==> src/rtl/swc_pkg.sv <==
/*
 Package for the sleep, wake and watchdog control block: register map, field positions,
 reset values, timing counts and carrier types.
 Assumes a 200 MHz system clock and an AXI4-Lite master with 32-bit data.
*/
`default_nettype none
package swc_pkg;
	localparam int unsigned SYS_CLK_HZ = 200_000_000;
	// Boot window, in microseconds, and its cycle count
	localparam int unsigned BOOT_WINDOW_US = 62_500;
	localparam int unsigned BOOT_WINDOW_CYC = (SYS_CLK_HZ / 1_000_000) * BOOT_WINDOW_US;
	// Low-frequency oscillator of the interval wake timer
	localparam int unsigned LFO_HZ = 128_000;
	localparam int unsigned LFO_DIV_CYC = SYS_CLK_HZ / LFO_HZ;
	// Shortest RTC-served sleep, seconds
	localparam int unsigned RTC_MIN_SLEEP_S = 1;
	localparam int unsigned MAX_SERIAL_BPS = 115_200;
	localparam int unsigned USER_NV_FIRST = 1024;
	localparam int unsigned USER_NV_LAST = 4095;

	// Register byte offsets
	localparam logic [7:0] REG_CTRL = 8'h00;
	localparam logic [7:0] REG_STATUS = 8'h04;
	localparam logic [7:0] REG_FLAGS = 8'h08;
	localparam logic [7:0] REG_TIMER = 8'h0c;
	localparam logic [7:0] REG_ALARM = 8'h10;
	localparam logic [7:0] REG_SERIAL = 8'h14;

	// CTRL fields
	localparam int unsigned CTRL_BOOT_DONE = 0;
	localparam int unsigned CTRL_SETUP_DONE = 1;
	localparam int unsigned CTRL_MODE_LSB = 4;
	localparam int unsigned CTRL_GO = 8;
	// TIMER fields
	localparam int unsigned TIMER_EN = 0;
	localparam int unsigned TIMER_SEL_LSB = 4;
	// ALARM fields: relative alarm source select
	localparam int unsigned ALARM_REL_RTC = 0;
	// FLAGS bit positions
	localparam int unsigned FLG_WDT = 0;
	localparam int unsigned FLG_RTC1 = 1;
	localparam int unsigned FLG_RTC2 = 2;
	localparam int unsigned FLG_SENS = 3;
	localparam int unsigned FLG_ACC = 4;
	localparam int unsigned FLG_HIB = 5;
	localparam int unsigned FLG_WAKE = 6;
	localparam logic [6:0] FLAGS_RST = 7'h00;
	localparam logic [3:0] SEL_RST = 4'h0;
	localparam logic [23:0] SERIAL_RST = 24'h01c200;

	typedef enum logic [1:0] {MODE_ON, MODE_SLEEP, MODE_DEEP, MODE_HIB} swc_mode_t;
	typedef enum logic [2:0] {ST_BOOT, ST_LOAD, ST_SETUP, ST_LOOP, ST_PAUSED, ST_OFF} swc_state_t;

	typedef struct packed {
		logic wdt;
		logic rtc1;
		logic rtc2;
		logic sens;
		logic acc;
	} swc_events_t;

	// Interval in milliseconds for each selection code, 0 for an illegal code
	function automatic int unsigned swc_interval_ms(input logic [3:0] sel);
		case (sel)
			4'h0: return 16;
			4'h1: return 32;
			4'h2: return 64;
			4'h3: return 128;
			4'h4: return 256;
			4'h5: return 500;
			4'h6: return 1000;
			4'h7: return 2000;
			4'h8: return 4000;
			4'h9: return 8000;
			default: return 0;
		endcase
	endfunction : swc_interval_ms
endpackage : swc_pkg
`default_nettype wire

==> src/rtl/swc_sleep_wake_watchdog_control.sv <==
/*
 Sleep, wake and watchdog control: boot window, interval wake timer, RTC alarm reset,
 power-mode wake selection and interrupt source flags behind an AXI4-Lite slave.
 Assumes all inputs synchronous to i_clk_sys and a single-beat AXI4-Lite master.
*/
// Notes on behaviour
// - Boot window holds execution, listens for image
// - Image received replaces flash, else old runs
// - Every reset starts setup then endless loop
// - All timing from one crystal system clock
// - Serial links no faster than maximum rate
// - Timer counts slow oscillator, interrupts at terminal
// - Timer interrupt wakes Sleep, else alarm
// - Interval chosen only from ten fixed values
// - Second RTC alarm resets the controller
// - Alarm reset only with switch enabled
// - RTC alarms use day hour minute second
// - RTC alarm wakes Deep Sleep and Hibernate
// - Relative alarms RTC or timer, periodic RTC
// - Sensor and accelerometer events raise interrupts
// - Any interrupt wakes Sleep; Hibernate only RTC
// - Hibernate removes power, RTC alarm restores it
// - Each interrupt sets its own source flag
// - Hibernate start flag, checked at setup start
// - Hibernate exit resets; sleeps resume in place
`default_nettype none
module swc_sleep_wake_watchdog_control
	import swc_pkg::*;
#(
	parameter int unsigned BOOT_CYC = BOOT_WINDOW_CYC,
	parameter int unsigned LFO_DIV = LFO_DIV_CYC,
	parameter int unsigned LFO_PER_MS = LFO_HZ / 1000
) (
	input wire logic i_clk_sys,
	input wire logic i_sys_rst,
	input wire logic i_clk_en,
	input wire logic i_rtc_alarm1,
	input wire logic i_rtc_alarm2,
	input wire logic i_sensor_irq,
	input wire logic i_accel_irq,
	input wire logic i_wdog_switch_en,
	input wire logic i_image_rx,
	input wire logic i_image_done,
	input wire logic [7:0] i_s_axi_awaddr,
	input wire logic i_s_axi_awvalid,
	output logic o_s_axi_awready,
	input wire logic [31:0] i_s_axi_wdata,
	input wire logic [3:0] i_s_axi_wstrb,
	input wire logic i_s_axi_wvalid,
	output logic o_s_axi_wready,
	output logic [1:0] o_s_axi_bresp,
	output logic o_s_axi_bvalid,
	input wire logic i_s_axi_bready,
	input wire logic [7:0] i_s_axi_araddr,
	input wire logic i_s_axi_arvalid,
	output logic o_s_axi_arready,
	output logic [31:0] o_s_axi_rdata,
	output logic [1:0] o_s_axi_rresp,
	output logic o_s_axi_rvalid,
	input wire logic i_s_axi_rready,
	output logic o_cpu_run,
	output logic o_cpu_rst,
	output logic o_flash_write,
	output logic o_node_power,
	output logic o_irq
);
	// Counters are 32, 16 and 21 bits wide; refuse settings they cannot hold
	if (BOOT_CYC < 1 || LFO_DIV < 1 || LFO_DIV > 65536 || LFO_PER_MS < 1 || LFO_PER_MS > 262) begin : g_bad_param
		$error("swc: count parameters out of range");
	end

	typedef struct packed {
		swc_state_t st;
		logic [31:0] boot_cnt;
		logic image_seen;
		logic [1:0] mode;
		logic [3:0] sel;
		logic tmr_en;
		logic rel_rtc;
		logic [23:0] serial_bps;
		logic [15:0] lfo_div;
		logic [20:0] tmr_cnt;
		logic [6:0] flags;
		logic hib_mark;
		logic aw_ok;
		logic w_ok;
		logic [7:0] awaddr;
		logic [31:0] wdata;
		logic [3:0] wstrb;
		logic bvalid;
		logic [1:0] bresp;
		logic rvalid;
		logic [31:0] rdata;
		logic [1:0] rresp;
		logic awready;
		logic wready;
		logic arready;
		logic cpu_run;
		logic cpu_rst;
		logic flash_write;
		logic node_power;
		logic irq;
	} swc_state_bundle_t;

	swc_state_bundle_t s_q;
	swc_state_bundle_t s_d;
	swc_events_t ev;

	function automatic logic [20:0] term_ticks(input logic [3:0] sel);
		return 21'(swc_interval_ms(sel) * LFO_PER_MS);
	endfunction : term_ticks

	function automatic logic [31:0] merge(input logic [31:0] old, input logic [31:0] nw, input logic [3:0] be);
		logic [31:0] r;
		r = old;
		for (int i = 0; i < 4; i++) begin
			if (be[i]) begin
				r[i*8 +: 8] = nw[i*8 +: 8];
			end
		end
		return r;
	endfunction : merge

	always_comb begin
		logic lfo_tick;
		logic [31:0] ctrl_w;
		logic [31:0] v;
		logic wake;
		logic wr_fire;
		lfo_tick = 1'b0;
		ctrl_w = '0;
		v = '0;
		wake = 1'b0;
		wr_fire = 1'b0;
		s_d = s_q;
		ev = '0;
		s_d.cpu_rst = 1'b0;
		s_d.irq = 1'b0;

		// Slow oscillator derived from the system clock
		if (s_q.lfo_div == 16'(LFO_DIV - 1)) begin
			s_d.lfo_div = '0;
			lfo_tick = 1'b1;
		end else begin
			s_d.lfo_div = s_q.lfo_div + 16'h0001;
		end

		// Interval wake timer; stopped while power is removed
		if (s_q.tmr_en && s_q.node_power && term_ticks(s_q.sel) != '0 && lfo_tick) begin
			if (s_q.tmr_cnt + 21'h000001 >= term_ticks(s_q.sel)) begin
				s_d.tmr_cnt = '0;
				ev.wdt = 1'b1;
			end else begin
				s_d.tmr_cnt = s_q.tmr_cnt + 21'h000001;
			end
		end

		ev.rtc1 = i_rtc_alarm1;
		ev.rtc2 = i_rtc_alarm2;
		ev.sens = i_sensor_irq;
		ev.acc = i_accel_irq;

		// Relative alarms served by timer or RTC, periodic ones always by RTC
		if (s_q.rel_rtc) begin
			ev.wdt = 1'b0;
		end

		// AXI4-Lite write channel
		if (i_s_axi_awvalid && !s_q.aw_ok) begin
			s_d.aw_ok = 1'b1;
			s_d.awaddr = i_s_axi_awaddr;
		end
		if (i_s_axi_wvalid && !s_q.w_ok) begin
			s_d.w_ok = 1'b1;
			s_d.wdata = i_s_axi_wdata;
			s_d.wstrb = i_s_axi_wstrb;
		end
		if (s_q.aw_ok && s_q.w_ok && !s_q.bvalid) begin
			wr_fire = 1'b1;
			s_d.aw_ok = 1'b0;
			s_d.w_ok = 1'b0;
			s_d.bvalid = 1'b1;
			s_d.bresp = 2'b00;
			case (s_q.awaddr)
				REG_CTRL: begin
					ctrl_w = merge(32'h0, s_q.wdata, s_q.wstrb);
					if (ctrl_w[CTRL_SETUP_DONE] && s_q.st == ST_SETUP) begin
						s_d.st = ST_LOOP;
					end
					if (ctrl_w[CTRL_GO] && s_q.st == ST_LOOP) begin
						s_d.mode = ctrl_w[CTRL_MODE_LSB +: 2];
						if (ctrl_w[CTRL_MODE_LSB +: 2] == MODE_HIB) begin
							s_d.st = ST_OFF;
							s_d.node_power = 1'b0;
							s_d.cpu_run = 1'b0;
							s_d.hib_mark = 1'b1;
						end else if (ctrl_w[CTRL_MODE_LSB +: 2] != MODE_ON) begin
							s_d.st = ST_PAUSED;
							s_d.cpu_run = 1'b0;
						end
					end
				end
				REG_FLAGS: begin
					v = merge(32'h0, s_q.wdata, s_q.wstrb);
					s_d.flags = s_q.flags & ~v[6:0];
					if (v[FLG_HIB]) begin
						s_d.hib_mark = 1'b0;
					end
				end
				REG_TIMER: begin
					v = merge({27'h0, s_q.sel, s_q.tmr_en}, s_q.wdata, s_q.wstrb);
					s_d.tmr_en = v[TIMER_EN];
					s_d.sel = v[TIMER_SEL_LSB +: 4];
					s_d.tmr_cnt = '0;
					if (swc_interval_ms(v[TIMER_SEL_LSB +: 4]) == 0) begin
						s_d.sel = s_q.sel;
						s_d.bresp = 2'b10;
					end
				end
				REG_ALARM: begin
					v = merge({31'h0, s_q.rel_rtc}, s_q.wdata, s_q.wstrb);
					s_d.rel_rtc = v[ALARM_REL_RTC];
				end
				REG_SERIAL: begin
					v = merge({8'h0, s_q.serial_bps}, s_q.wdata, s_q.wstrb);
					if (v[23:0] <= 24'(MAX_SERIAL_BPS) && v[31:24] == 8'h00) begin
						s_d.serial_bps = v[23:0];
					end else begin
						s_d.bresp = 2'b10;
					end
				end
				REG_STATUS: s_d.bresp = 2'b00;
				default: s_d.bresp = 2'b10;
			endcase
		end
		if (s_q.bvalid && i_s_axi_bready) begin
			s_d.bvalid = 1'b0;
		end

		// AXI4-Lite read channel
		if (i_s_axi_arvalid && !s_q.rvalid) begin
			s_d.rvalid = 1'b1;
			s_d.rresp = 2'b00;
			case (i_s_axi_araddr)
				REG_CTRL: s_d.rdata = {28'h0, 2'(s_q.mode), 2'b00};
				REG_STATUS: s_d.rdata = {24'h0, i_wdog_switch_en, s_q.image_seen, s_q.node_power,
					s_q.cpu_run, 1'b0, 3'(s_q.st)};
				REG_FLAGS: s_d.rdata = {25'h0, s_q.flags};
				REG_TIMER: s_d.rdata = {27'h0, s_q.sel, s_q.tmr_en};
				REG_ALARM: s_d.rdata = {31'h0, s_q.rel_rtc};
				REG_SERIAL: s_d.rdata = {8'h0, s_q.serial_bps};
				default: begin
					s_d.rdata = '0;
					s_d.rresp = 2'b10;
				end
			endcase
		end else if (s_q.rvalid && i_s_axi_rready) begin
			s_d.rvalid = 1'b0;
		end

		// Ready flags kept in flops so the ports leave a register
		s_d.awready = !s_d.aw_ok;
		s_d.wready = !s_d.w_ok;
		s_d.arready = !s_d.rvalid;

		// Event flags: a new event wins over a clear in the same cycle
		if (s_q.node_power) begin
			if (ev.wdt) s_d.flags[FLG_WDT] = 1'b1;
			if (ev.rtc1) s_d.flags[FLG_RTC1] = 1'b1;
			if (ev.rtc2) s_d.flags[FLG_RTC2] = 1'b1;
			if (ev.sens) s_d.flags[FLG_SENS] = 1'b1;
			if (ev.acc) s_d.flags[FLG_ACC] = 1'b1;
			s_d.irq = |ev;
		end

		// Sequencer
		case (s_q.st)
			ST_BOOT: begin
				s_d.boot_cnt = s_q.boot_cnt + 32'h1;
				if (i_image_rx) begin
					s_d.st = ST_LOAD;
					s_d.image_seen = 1'b1;
					s_d.flash_write = 1'b1;
				end else if (s_q.boot_cnt >= 32'(BOOT_CYC - 1)) begin
					s_d.st = ST_SETUP;
					s_d.cpu_run = 1'b1;
				end
			end
			ST_LOAD: begin
				if (i_image_done) begin
					s_d.flash_write = 1'b0;
					s_d.st = ST_SETUP;
					s_d.cpu_run = 1'b1;
				end
			end
			ST_SETUP: begin
				if (s_q.hib_mark && !wr_fire) begin
					s_d.flags[FLG_HIB] = 1'b1;
				end
			end
			ST_PAUSED: begin
				// Sleep wakes on anything, Deep Sleep on RTC and asynchronous sources
				if (s_q.mode == MODE_SLEEP) begin
					wake = |ev;
				end else begin
					wake = ev.rtc1 | ev.rtc2 | ev.sens | ev.acc;
				end
				if (wake) begin
					s_d.st = ST_LOOP;
					s_d.cpu_run = 1'b1;
					s_d.mode = MODE_ON;
					s_d.flags[FLG_WAKE] = 1'b1;
				end
			end
			ST_OFF: begin
				if (ev.rtc1 || ev.rtc2) begin
					s_d.node_power = 1'b1;
					s_d.mode = MODE_ON;
					s_d.st = ST_BOOT;
					s_d.boot_cnt = '0;
					s_d.cpu_rst = 1'b1;
					s_d.flags = '0;
					s_d.flags[FLG_RTC1] = ev.rtc1;
					s_d.flags[FLG_RTC2] = ev.rtc2;
					s_d.tmr_en = 1'b0;
				end
			end
			default: ;
		endcase

		// Alarm-driven recovery reset, gated by the switch
		if (ev.rtc2 && i_wdog_switch_en && s_q.st != ST_OFF) begin
			s_d.cpu_rst = 1'b1;
			s_d.cpu_run = 1'b0;
			s_d.st = ST_BOOT;
			s_d.boot_cnt = '0;
			s_d.mode = MODE_ON;
			s_d.flash_write = 1'b0;
		end
	end

	always_ff @(posedge i_clk_sys or posedge i_sys_rst) begin
		if (i_sys_rst) begin
			s_q <= '0;
			s_q.st <= ST_BOOT;
			s_q.mode <= MODE_ON;
			s_q.sel <= SEL_RST;
			s_q.flags <= FLAGS_RST;
			s_q.serial_bps <= SERIAL_RST;
			s_q.node_power <= 1'b1;
			s_q.awready <= 1'b1;
			s_q.wready <= 1'b1;
			s_q.arready <= 1'b1;
		end else if (i_clk_en) begin
			s_q <= s_d;
		end
	end

	assign o_s_axi_awready = s_q.awready;
	assign o_s_axi_wready = s_q.wready;
	assign o_s_axi_bvalid = s_q.bvalid;
	assign o_s_axi_bresp = s_q.bresp;
	assign o_s_axi_arready = s_q.arready;
	assign o_s_axi_rvalid = s_q.rvalid;
	assign o_s_axi_rdata = s_q.rdata;
	assign o_s_axi_rresp = s_q.rresp;
	assign o_cpu_run = s_q.cpu_run;
	assign o_cpu_rst = s_q.cpu_rst;
	assign o_flash_write = s_q.flash_write;
	assign o_node_power = s_q.node_power;
	assign o_irq = s_q.irq;
endmodule : swc_sleep_wake_watchdog_control
`default_nettype wire

==> config.mk <==
export PLATFORM = sky130hd
export DESIGN_NAME = swc_sleep_wake_watchdog_control
export DESIGN_NICKNAME = d
export VERILOG_FILES = /design/src/rtl/swc_pkg.sv /design/src/rtl/swc_sleep_wake_watchdog_control.sv
export SDC_FILE = /design/constraint.sdc
export NUM_CORES = 1
export LEC_CHECK = 0
export BUFFER_PORTS_ARGS = -buffer_cell sky130_fd_sc_hd__buf_2
export CAP_MARGIN = 20
export CORE_MARGIN = 2
export CORE_UTILIZATION = 40
export DETAILED_ROUTE_END_ITERATION = 12
export MAX_ROUTING_LAYER = met4
export SLEW_MARGIN = 15
export SYNTH_ARGS = -nofsm -noshare
export SYNTH_HDL_FRONTEND = slang
export SYNTH_SLANG_ARGS = --single-unit
export TNS_END_PERCENT = 100
==> constraint.sdc <==
create_clock -name i_clk_sys -period 10.7 [get_ports i_clk_sys]
set_input_delay 2.14 -clock i_clk_sys [delete_from_list [all_inputs] [get_ports i_clk_sys]]
set_output_delay 2.14 -clock i_clk_sys [all_outputs]
set_load 0.05 [all_outputs]
==> metrics, run 1 <==
outcome completed; # diodes 0; setup TNS 0 ns; vias per cell 5.456; number of synthesized register bits 195; top-count cell post-synth dfrtp_1; Post-Synth Adder-Cell Area under 10%; DR top layer met4; sw power 801.1 uW; Root Buffer clkbuf_16; M1 WL between 10000 and 15000 um; Setup Crit Path Kind in -> reg; Num CTS Buffers 17; Synth top cells by count dfrtp_1 (187), nand2_1 (127), nor2_1 (93); syn_area_per_cell 9.806 um^2; post-synth top area share 44.98%; layout cells sized above 1 21.15%; Yosys warnings 0; GRT Total Usage just under 20%; Max Cap Viol 0; share of the yosys chip area belonging to registers 47.00%; clock sink count just under 200; switching portion of total power a little over a third; mux cell area share after synthesis 8.599%; WL met3 roughly 1200 um; # H-tree levels 4; Pleak a little over 0.005 uW; worst-margin pin slew 1.051 ns; HPWL after detailed placement 18030 um; Max rail drop VDD roughly 0.096 mV; Sequential Power Share 47.0%; Async SR Flop Fraction between 90% and 100%; post-place setup slack 5.594 ns; nets@finish ~1200; io pins 113; initial antenna violation count 0; Netlist Area Pre-Place 0.01040 mm^2; Cells after Synth 1061; Post-CTS Setup Bufs 0; first-pass GRT wire length just over 40000 um; combinational share of power a little over a fifth; cell row count around 60; min Tclk post-route 4.705 ns; internal power 1397 uW; via count 7993; P per Cell Area approximately 190 mW/mm^2; final setup vio count 0; final hold violation count 0; clock share of power 31.5%; core region area 0.02576 mm^2; critical path required time ~11 ns; Routability Congestion 0.8836; Area growth syn-to-layout 11.44%; Initial Util around 40%; max-slew violation count 0; clock latency on the worst-skew pair approximately 0.45 ns; worst hold slack a little under 0.5 ns; ANT nets after route 0; slew margin rel. between 20 and 30%; PnR Total Power approximately 2200 uW; largest net degree at the start of global routing 130; DIE AREA 0.02732 mm^2; final worst slack 5.995 ns; vias in the first global route 7568; DRC 0; Clock transition at path regs 0.08 ns; area leader, netlist dfrtp_1; gr ovfl total 0; main combinational cell family by area after synthesis simple AND/OR/NAND/NOR gates; initial drt markers 625; DR WL/cell ~17 um; synth unique cells 75; Worst Path Max Fanout 46; Area contributors post-synth dfrtp_1 (45%), mux2_2 (7.3%), nand2_1 (4.6%); cts-stage hold buffer count 0; RSZ-0062 raised after global routing no; clk_skew about 0.015 ns; # resized after CTS 0; post-synthesis simple-gate area fraction about a fifth; Synth Area in XOR/XNOR 4.041%; # port buffers 102; Hold WC Path Type reg -> reg; final WL about 25000 um; DR WL met2 about 12000 um; Worst Setup Start Kind input pin; Die Span Y 165.3 um; CTS max path bufs 2; final period utilization approximately 44%; die width 165.3 um; Fmax between 200 and 250 MHz; Worst EP arrival 5.03 ns; Initial DRT Pass Iterations 5; ys flop type dfrtp_1; Crit. End Element flip-flop; EDFF count, synth 0; CTS tree built; post-synthesis compound-gate area fraction 12.44%
cell type report:
cell class / count / area [um^2]
Clock buffer: 17 / 425.4
Clock inverter: 15 / 227.7
Fill cell: 2478 / 14170
Inverter: 37 / 146.4
Multi-Input combinational cell: 758 / 4930
Sequential cell: 195 / 4890
Tap cell: 335 / 419.2
Timing Repair Buffer: 108 / 555.5
per-stage QoR:
stage / cell area, um^2 / util, % / std cells
2_1_floorplan: 10440 / - / 1070
3_3_place_gp: 10930 / 42.42 / 1432
3_5_place_dp: 10930 / 42.42 / 1432
4_1_cts: 11580 / 44.95 / 1464
5_1_grt: 11590 / 45.00 / 1465
6_report: 11590 / 45.00 / 1465
path summary, 6_finish.rpt:
kind                                               start                             to  slack [ns]  cells past startpoint
max                                             i_clk_en           s_q[139]$_DFFE_PP0P_        5.99                      8
max reg2reg                         s_q[100]$_DFFE_PP0P_              o_irq$_DFFE_PP0P_        6.22                     13
min reg2reg                o_s_axi_rdata[18]$_DFFE_PP0P_  o_s_axi_rdata[18]$_DFFE_PP0P_        0.48                      2
min in group asynchronous                      i_sys_rst   o_s_axi_rresp[1]$_DFFE_PP0P_        1.83                      2
max in group asynchronous                      i_sys_rst           s_q[204]$_DFFE_PP0P_        7.32                      3
min                        o_s_axi_rdata[18]$_DFFE_PP0P_  o_s_axi_rdata[18]$_DFFE_PP0P_        0.48                      2
cells by family (layout without fill, tap and decap cells):
group,count (synthesis),after routing
AO/OA/AOI/OAI,201,201
XOR/XNOR,48,48
adder cells (fa/ha/maj),23,23
buffers and inverters,117,177
flip-flops,195,195
multiplexers,81,81
other,1,10
AND/OR/NAND/NOR,395,395
registers in the layout (all words and copies together), names as in the netlist:
name / count
o_node_power: 1
o_s_axi_awready: 1
o_s_axi_arready: 1
o_s_axi_rvalid: 1
o_s_axi_rdata: 24
o_s_axi_rresp: 1
s_q: 159
o_cpu_rst: 1
o_cpu_run: 1
o_s_axi_bvalid: 1
o_flash_write: 1
o_irq: 1
o_s_axi_bresp: 1
o_s_axi_wready: 1
power groups by stage:
stage | sequential (uW) | combinational [uW] | clock [uW]
3_3_place_gp | 1040 | 462 | 0
2_1_floorplan | 994 | 372 | 0
4_1_cts | 1030 | 474 | 710
5_1_grt | 1050 | 525 | 739
6_report | 1030 | 473 | 691
3_5_place_dp | 1050 | 471 | 0
placed cells by master (no fill, tap or decap), types with 5 or more instances in the layout:
master and count:
dfrtp_1 187, nand2_1 127, buf_2 102, nor2_1 93, mux2_2 67, o21ai_0 62
a21oi_1 42, inv_1 35, nand3_1 30, xnor2_1 26, ha_1 23, nand4_1 22
xor2_1 22, nor3_1 20, clkbuf_16 17, nor4_1 15, mux2i_1 14, a22o_1 14
a31oi_1 12, and3_1 11, a211oi_1 10, conb_1 10, nor2b_1 9, or3_1 8
dfstp_2 8, and2_1 7, or4_1 7, a21o_1 7, and4_1 7, clkinv_8 6
buf_4 6, o41ai_1 5, o211ai_1 5, nand2b_1 5, nand4b_1 5, o22ai_1 5
inv_12 5
layer usage:
layer / vias up / GRT usage, %
met3: 25 / 4.121
met5: - / -
met2: 191 / 29.17
li1: 3852 / -
met4: 0 / 4.980
met1: 3925 / 27.42
critical path, cell delays in order:
cell and delay, ns:
buf_2 0.08, buf_4 0.39, inv_1 0.51, nor3_1 0.73
nand2_1 0.20, nor3_4 0.45, nand2_4 0.17, mux2_2 0.33
(Power assumes the default switching activity.)
==> run 2: changes to the inputs <==
==> constraint.sdc (replaced) <==
create_clock -name i_clk_sys -period 4.5 [get_ports i_clk_sys]
set_input_delay 0.9 -clock i_clk_sys [delete_from_list [all_inputs] [get_ports i_clk_sys]]
set_output_delay 0.9 -clock i_clk_sys [all_outputs]
set_load 0.05 [all_outputs]
==> metrics, run 2 (synthesized netlist as in run 1, its figures left out) <==
outcome completed; P per Cell Area 444.7 mW/mm^2; min Tclk post-route 4.014 ns; # port buffers 102; DRC 0; Worst Path Max Fanout 13; worst-margin pin slew 0.9718 ns; Sequential Power Share 46.4%; initial antenna violation count 1; Hold WC Path Type in -> async; Non-Filler Instances 1475; clk_skew 0.01389 ns; placed inst area 0.01100 mm^2; Finished Cell Area between 0.01 and 0.015 mm^2; cell row count 59; Post-CTS Setup Bufs 0; critical path required time 4.86 ns; commonest non-fill, non-tap cells in the layout dfrtp_1 (187), nand2_1 (127), buf_2 (102), nor2_1 (93), mux2_2 (67); sw power 1825 uW; clock share of power 31.0%; clock sink count 195; Crit. End Element flip-flop; final period utilization between 80% and 90%; grt peak-use layer met2; CTS tree built; largest net degree at the start of global routing around 200; Largest Register s_q; RSZ-0062 raised after global routing no; vias per cell between 5 and 6; layout cells sized above 1 21.69%; gr ovfl total 0; Max Cap Viol 0; Max rail drop VDD 0.2847 mV; HPWL after detailed placement 18170 um; Clock transition at path regs 0.08 ns; Final Util 45.27%; met1 usage 28.31%; CTS max path bufs 2; initial drt markers 659; DR WL/cell 17.18 um; vias in the first global route 7769; routing usage on met2 30.47%; switching portion of total power a little over a third; FF/Latch Area 0.004890 mm^2; Root Buffer clkbuf_16; DIE AREA 0.02732 mm^2; Fmax 249.1 MHz; Area growth syn-to-layout 12.11%; slew margin rel. 34.62%; final setup vio count 0; Initial Util 40.38%; most common cell after layout, fill and taps aside dfrtp_1; Pleak 0.005236 uW; # H-tree levels 4; cts-stage hold buffer count 0; Worst EP arrival 4.37 ns; Num CTS Buffers 17; nets@finish 1216; final WL 25340 um; max reg flops 159; Worst Setup Start Kind flip-flop; Setup Crit Path Kind reg -> reg; Die Span Y 165.3 um; Initial DRT Pass Iterations 6; core region area 0.02576 mm^2; ANT nets after route 0; first-pass GRT wire length about 42000 um; combinational share of power a little under a quarter; placed cells about 1400; area of the multi-input gates 0.004925 mm^2; clock latency on the worst-skew pair 0.44 ns; final hold violation count 0; Routability Congestion 0.8790; internal power 3362 uW; setup TNS 0 ns; met3 Use GR under 10%; max-slew violation count 0; # resized after CTS 0; FILL cells 2459; GRT Total Usage 20.19%; die width 165.3 um; via count between 7000 and 8000; io pins 113
## run 2: cell count changes in the layout (fill, tap and decap cells not counted), moves of 2 or more
cell        change
inv_8           +2
buf_4           +6
inv_12          -4
clkinvlp_4      +2
## run 2: worst max-delay path: stages, from the launching register on
cell and delay [ns]:
dfrtp_1 0.48, and4_2 0.32, nand4_1 0.24, nor3_1 0.21, buf_4 0.18, nand3_1 0.14
xnor2_1 0.16, ha_1 0.29, nand4_1 0.13, nor4_1 0.28, o221ai_1 0.16, o2111ai_1 0.47
nor2_1 0.35, o31a_2 0.40, o2bb2ai_1 0.13
## run 2: stage by stage
stage / hold slack, ns / setup WS, ns / total power (uW)
3_3_place_gp: 0.4597 / 0.7203 / 3585
3_5_place_dp: 0.4635 / 0.5753 / 3610
5_1_grt: 0.3114 / 0.1382 / 5487
6_report: 0.3236 / 0.4861 / 5187
4_1_cts: 0.3093 / 0.5211 / 5229
2_1_floorplan: 0.4380 / 0.9316 / 3248
## run 2: area by class of cell
| cell class | count | area share (%) |
|---|---|---|
| Multi-Input combinational cell | 758 | 42.22 |
| Tap cell | 335 | 3.594 |
| Timing Repair Buffer | 117 | 5.600 |
| Sequential cell | 195 | 41.92 |
| Clock inverter | 15 | 1.770 |
| Inverter | 37 | 1.223 |
| Clock buffer | 17 | 3.647 |
| Antenna cell | 1 | 0.02145 |
## run 2: worst paths after layout
kind / depth (start not counted) / from / slack [ns] / endpoint
worst max register to register: 14 / s_q[102]$_DFFE_PP0P_ / 0.49 / o_irq$_DFFE_PP0P_
worst max-delay path: 14 / s_q[102]$_DFFE_PP0P_ / 0.49 / o_irq$_DFFE_PP0P_
max in group asynchronous: 4 / i_sys_rst / 2.93 / s_q[111]$_DFFE_PP0P_
min in group i_clk_sys: 1 / s_q[136]$_DFFE_PP0P_ / 0.48 / s_q[136]$_DFFE_PP0P_
worst min-delay path: 2 / i_sys_rst / 0.32 / o_s_axi_rresp[1]$_DFFE_PP0P_
worst min register to register: 1 / s_q[136]$_DFFE_PP0P_ / 0.48 / s_q[136]$_DFFE_PP0P_
## run 2: layer usage
layer,vias up,wire [um]
met4,0,417
met3,35,1230
met1,3861,11950
met5,-,0
li1,3879,-
met2,196,11750
## run 2: power by group through the flow
stage | registers (uW) | clock network [uW] | logic [uW]
after floorplan | 2360 | 0 | 885
after global placement | 2430 | 0 | 1150
after detailed placement | 2440 | 0 | 1170
after CTS | 2410 | 1650 | 1180
after global routing | 2460 | 1710 | 1310
final | 2410 | 1610 | 1170
==> run 3: changes to the inputs <==
--- a/config.mk
+++ b/config.mk
@@ -5,8 +5,8 @@
 export SDC_FILE = /design/constraint.sdc
 export NUM_CORES = 1
 export LEC_CHECK = 0
+export ABC_AREA = 1
 export BUFFER_PORTS_ARGS = -buffer_cell sky130_fd_sc_hd__buf_2
-export CAP_MARGIN = 20
 export CORE_MARGIN = 2
 export CORE_UTILIZATION = 40
 export DETAILED_ROUTE_END_ITERATION = 12
==> metrics, run 3 <==
clk_skew 0.01711 ns; most used cell, CP nand2_1; ANT nets after route 0; Max rail drop VDD 0.2719 mV; GRT Total Usage 20.56%; layout cells sized above 1 between 10% and 20%; CTS max path bufs 2; io pins between 100 and 150; RSZ-0062 raised after global routing no; final WL 28570 um; DIE AREA 0.02957 mm^2; CTS tree built; Pleak 0.006101 uW; critical path required time 4.83 ns; Synth top cells by count nand2_1 (317), dfrtp_1 (187), inv_1 (175); min Tclk post-route 3.395 ns; initial antenna violation count 0; synth unique cells 64; Die Span Y 172.0 um; core region area 0.02778 mm^2; cell row count between 60 and 70; most common cell after layout, fill and taps aside nand2_1; DRC 0; top-count cell post-synth nand2_1; FILL cells 2827; final period utilization between 70% and 80%; vias per cell 5.111; via count 9522; # diodes 0; worst-margin pin slew between 0.9 and 1 ns; slowest stage cell, crit path dfrtp_1; share of the yosys chip area belonging to registers a little over two fifths; die width between 150 and 200 um; Num CTS Buffers 17; max reg flops ~160; Fmax 294.6 MHz; Hold WC Path Type reg -> reg; Worst Path Max Fanout 6; # H-tree levels 4; final setup vio count 0; Area growth syn-to-layout 11.57%; nets@finish 1562; Cells after Synth 1406; Root Buffer clkbuf_16; Netlist Area Pre-Place 0.01129 mm^2; initial drt markers 825; Largest Register s_q; Crit. End Element flip-flop; ys flop type dfrtp_1; Worst Setup Start Kind flip-flop; gr ovfl total 0; Post-CTS Setup Bufs 0; cts-stage hold buffer count 0; max-slew violation count 0; Initial Util 40.62%; Max Cap Viol 0; vias in the first global route 9086; P per Cell Area 472.2 mW/mm^2; DR WL/cell between 15 and 20 um; syn_area_per_cell 8.027 um^2; PnR Total Power 5946 uW; largest net degree at the start of global routing 86; Routability Congestion 0.9094; clock latency on the worst-skew pair approximately 0.45 ns; clock sink count 195; area leader, netlist dfrtp_1; post-synth top area share between 40 and 50%; Hold Crit Depth 2; Worst EP arrival 3.73 ns; slew margin rel. 34.75%; # port buffers 102; slowest cell delay on critical path 0.46 ns; EDFF count, synth 0; Initial DRT Pass Iterations 5; Clock transition at path regs 0.09 ns; HPWL after detailed placement around 21000 um; outcome completed; Area contributors post-synth dfrtp_1 (41%), nand2_1 (11%), inv_1 (5.8%); setup TNS 0 ns; Setup Crit Path Kind reg -> reg; Yosys warnings 0; number of synthesized register bits 195; # resized after CTS 0; first-pass GRT wire length 46840 um; final hold violation count 0; worst path cell trace ha_1, nand2_1, nor2_1, nand2_2, nor2_4, nand3_1, nor2_1, nand2_1, xor2_1, inv_1, ha_1, nand4_1, nor2_1, nand2_1, nor2_1, nand3_1, nand2_2, nand3_1, nand2_1, nand3_2, nand2_1, o21ai_1; Worst R2R Path Depth 22; commonest non-fill, non-tap cells in the layout nand2_1 (316), dfrtp_1 (187), inv_1 (174), nor2_1 (120), buf_2 (102); Async SR Flop Fraction 100.0%
## run 3: cell count changes in the layout (fill, tap and decap cells not counted), sizes merged, moves of 22 or more
cell and delta:
inv +148, nand3 +44, nor2 +37, xnor2 -22, nand2 +198, mux2 -31, o21ai +53
## run 3: layout make-up
| class | count | area, um^2 | area share (%) |
|---|---|---|---|
| multi-input cells | 962 | 5278 | 41.91 |
| flip-flops and latches | 195 | 4890 | 38.83 |
| inverters | 186 | 705.7 | 5.604 |
| repair buffers | 110 | 583.1 | 4.630 |
| well taps | 378 | 473.0 | 3.756 |
| clock buffers | 17 | 425.4 | 3.378 |
| clock inverters | 15 | 237.7 | 1.888 |
## run 3: stage by stage
stage	instance area, um^2	cells	utilization [%]	hold slack [ns]	worst slack, ns
finish	12590	1863	45.33	0.4717	1.105
global route	12590	1863	45.33	0.4912	0.7052
CTS	12590	1863	45.33	0.4743	1.116
detailed placement	11930	1831	42.94	0.4544	1.159
global placement	11930	1831	42.94	0.4513	1.269
floorplan	11320	1415	-	0.4361	1.088
## run 3: path summary, 6_finish.rpt
check / slack [ns] / startpoint / endpoint
setup / recovery: 1.11 / s_q[100]$_DFFE_PP0P_ / s_q[167]$_DFFE_PP0P_
hold / removal: 0.47 / s_q[156]$_DFFE_PP0P_ / s_q[156]$_DFFE_PP0P_
setup reg to reg: 1.11 / s_q[100]$_DFFE_PP0P_ / s_q[167]$_DFFE_PP0P_
hold reg to reg: 0.47 / s_q[156]$_DFFE_PP0P_ / s_q[156]$_DFFE_PP0P_
max in group asynchronous: 2.90 / i_sys_rst / o_s_axi_awready$_DFFE_PP1P_
min in group asynchronous: 0.60 / i_sys_rst / o_cpu_rst$_DFFE_PP0P_
## run 3: critical path: cells and delay by family, from the launching register on
kind	cells	cell delay [ns]
AND/OR/NAND/NOR	17	1.95
adder cells (fa/ha/maj)	2	0.54
flip-flops	1	0.46
XOR/XNOR	1	0.21
buffers and inverters	1	0.07
AO/OA/AOI/OAI	1	0.07
## run 3: kinds of logic after synthesis
logic type,after synthesis,share of synthesized area (%)
other,1,0.03323
and+or+nand+nor,628,25.22
xor gates and xnor gates,30,2.328
adders and majority gates,23,2.550
DFF,195,43.33
muxes,37,3.681
buffers and inverters,258,10.28
AOI/OAI and AO/OA,234,12.58
## run 3: power by group
part | leakage, uW | internal (uW) | switching [uW]
logic | 0.00336 | 614 | 1160
clock network | 0.000318 | 837 | 847
registers | 0.00243 | 2140 | 344
## run 3: routing by layer
| metal | up-vias | share of wire, % | GRT usage, % |
|---|---|---|---|
| li1 | 4709 | - | - |
| met1 | 4573 | 49 | 29.23 |
| met2 | 215 | 46 | 30.75 |
| met3 | 25 | 4.1 | 3.273 |
| met4 | 0 | 1.3 | 5.225 |
| met5 | - | 0 | - |
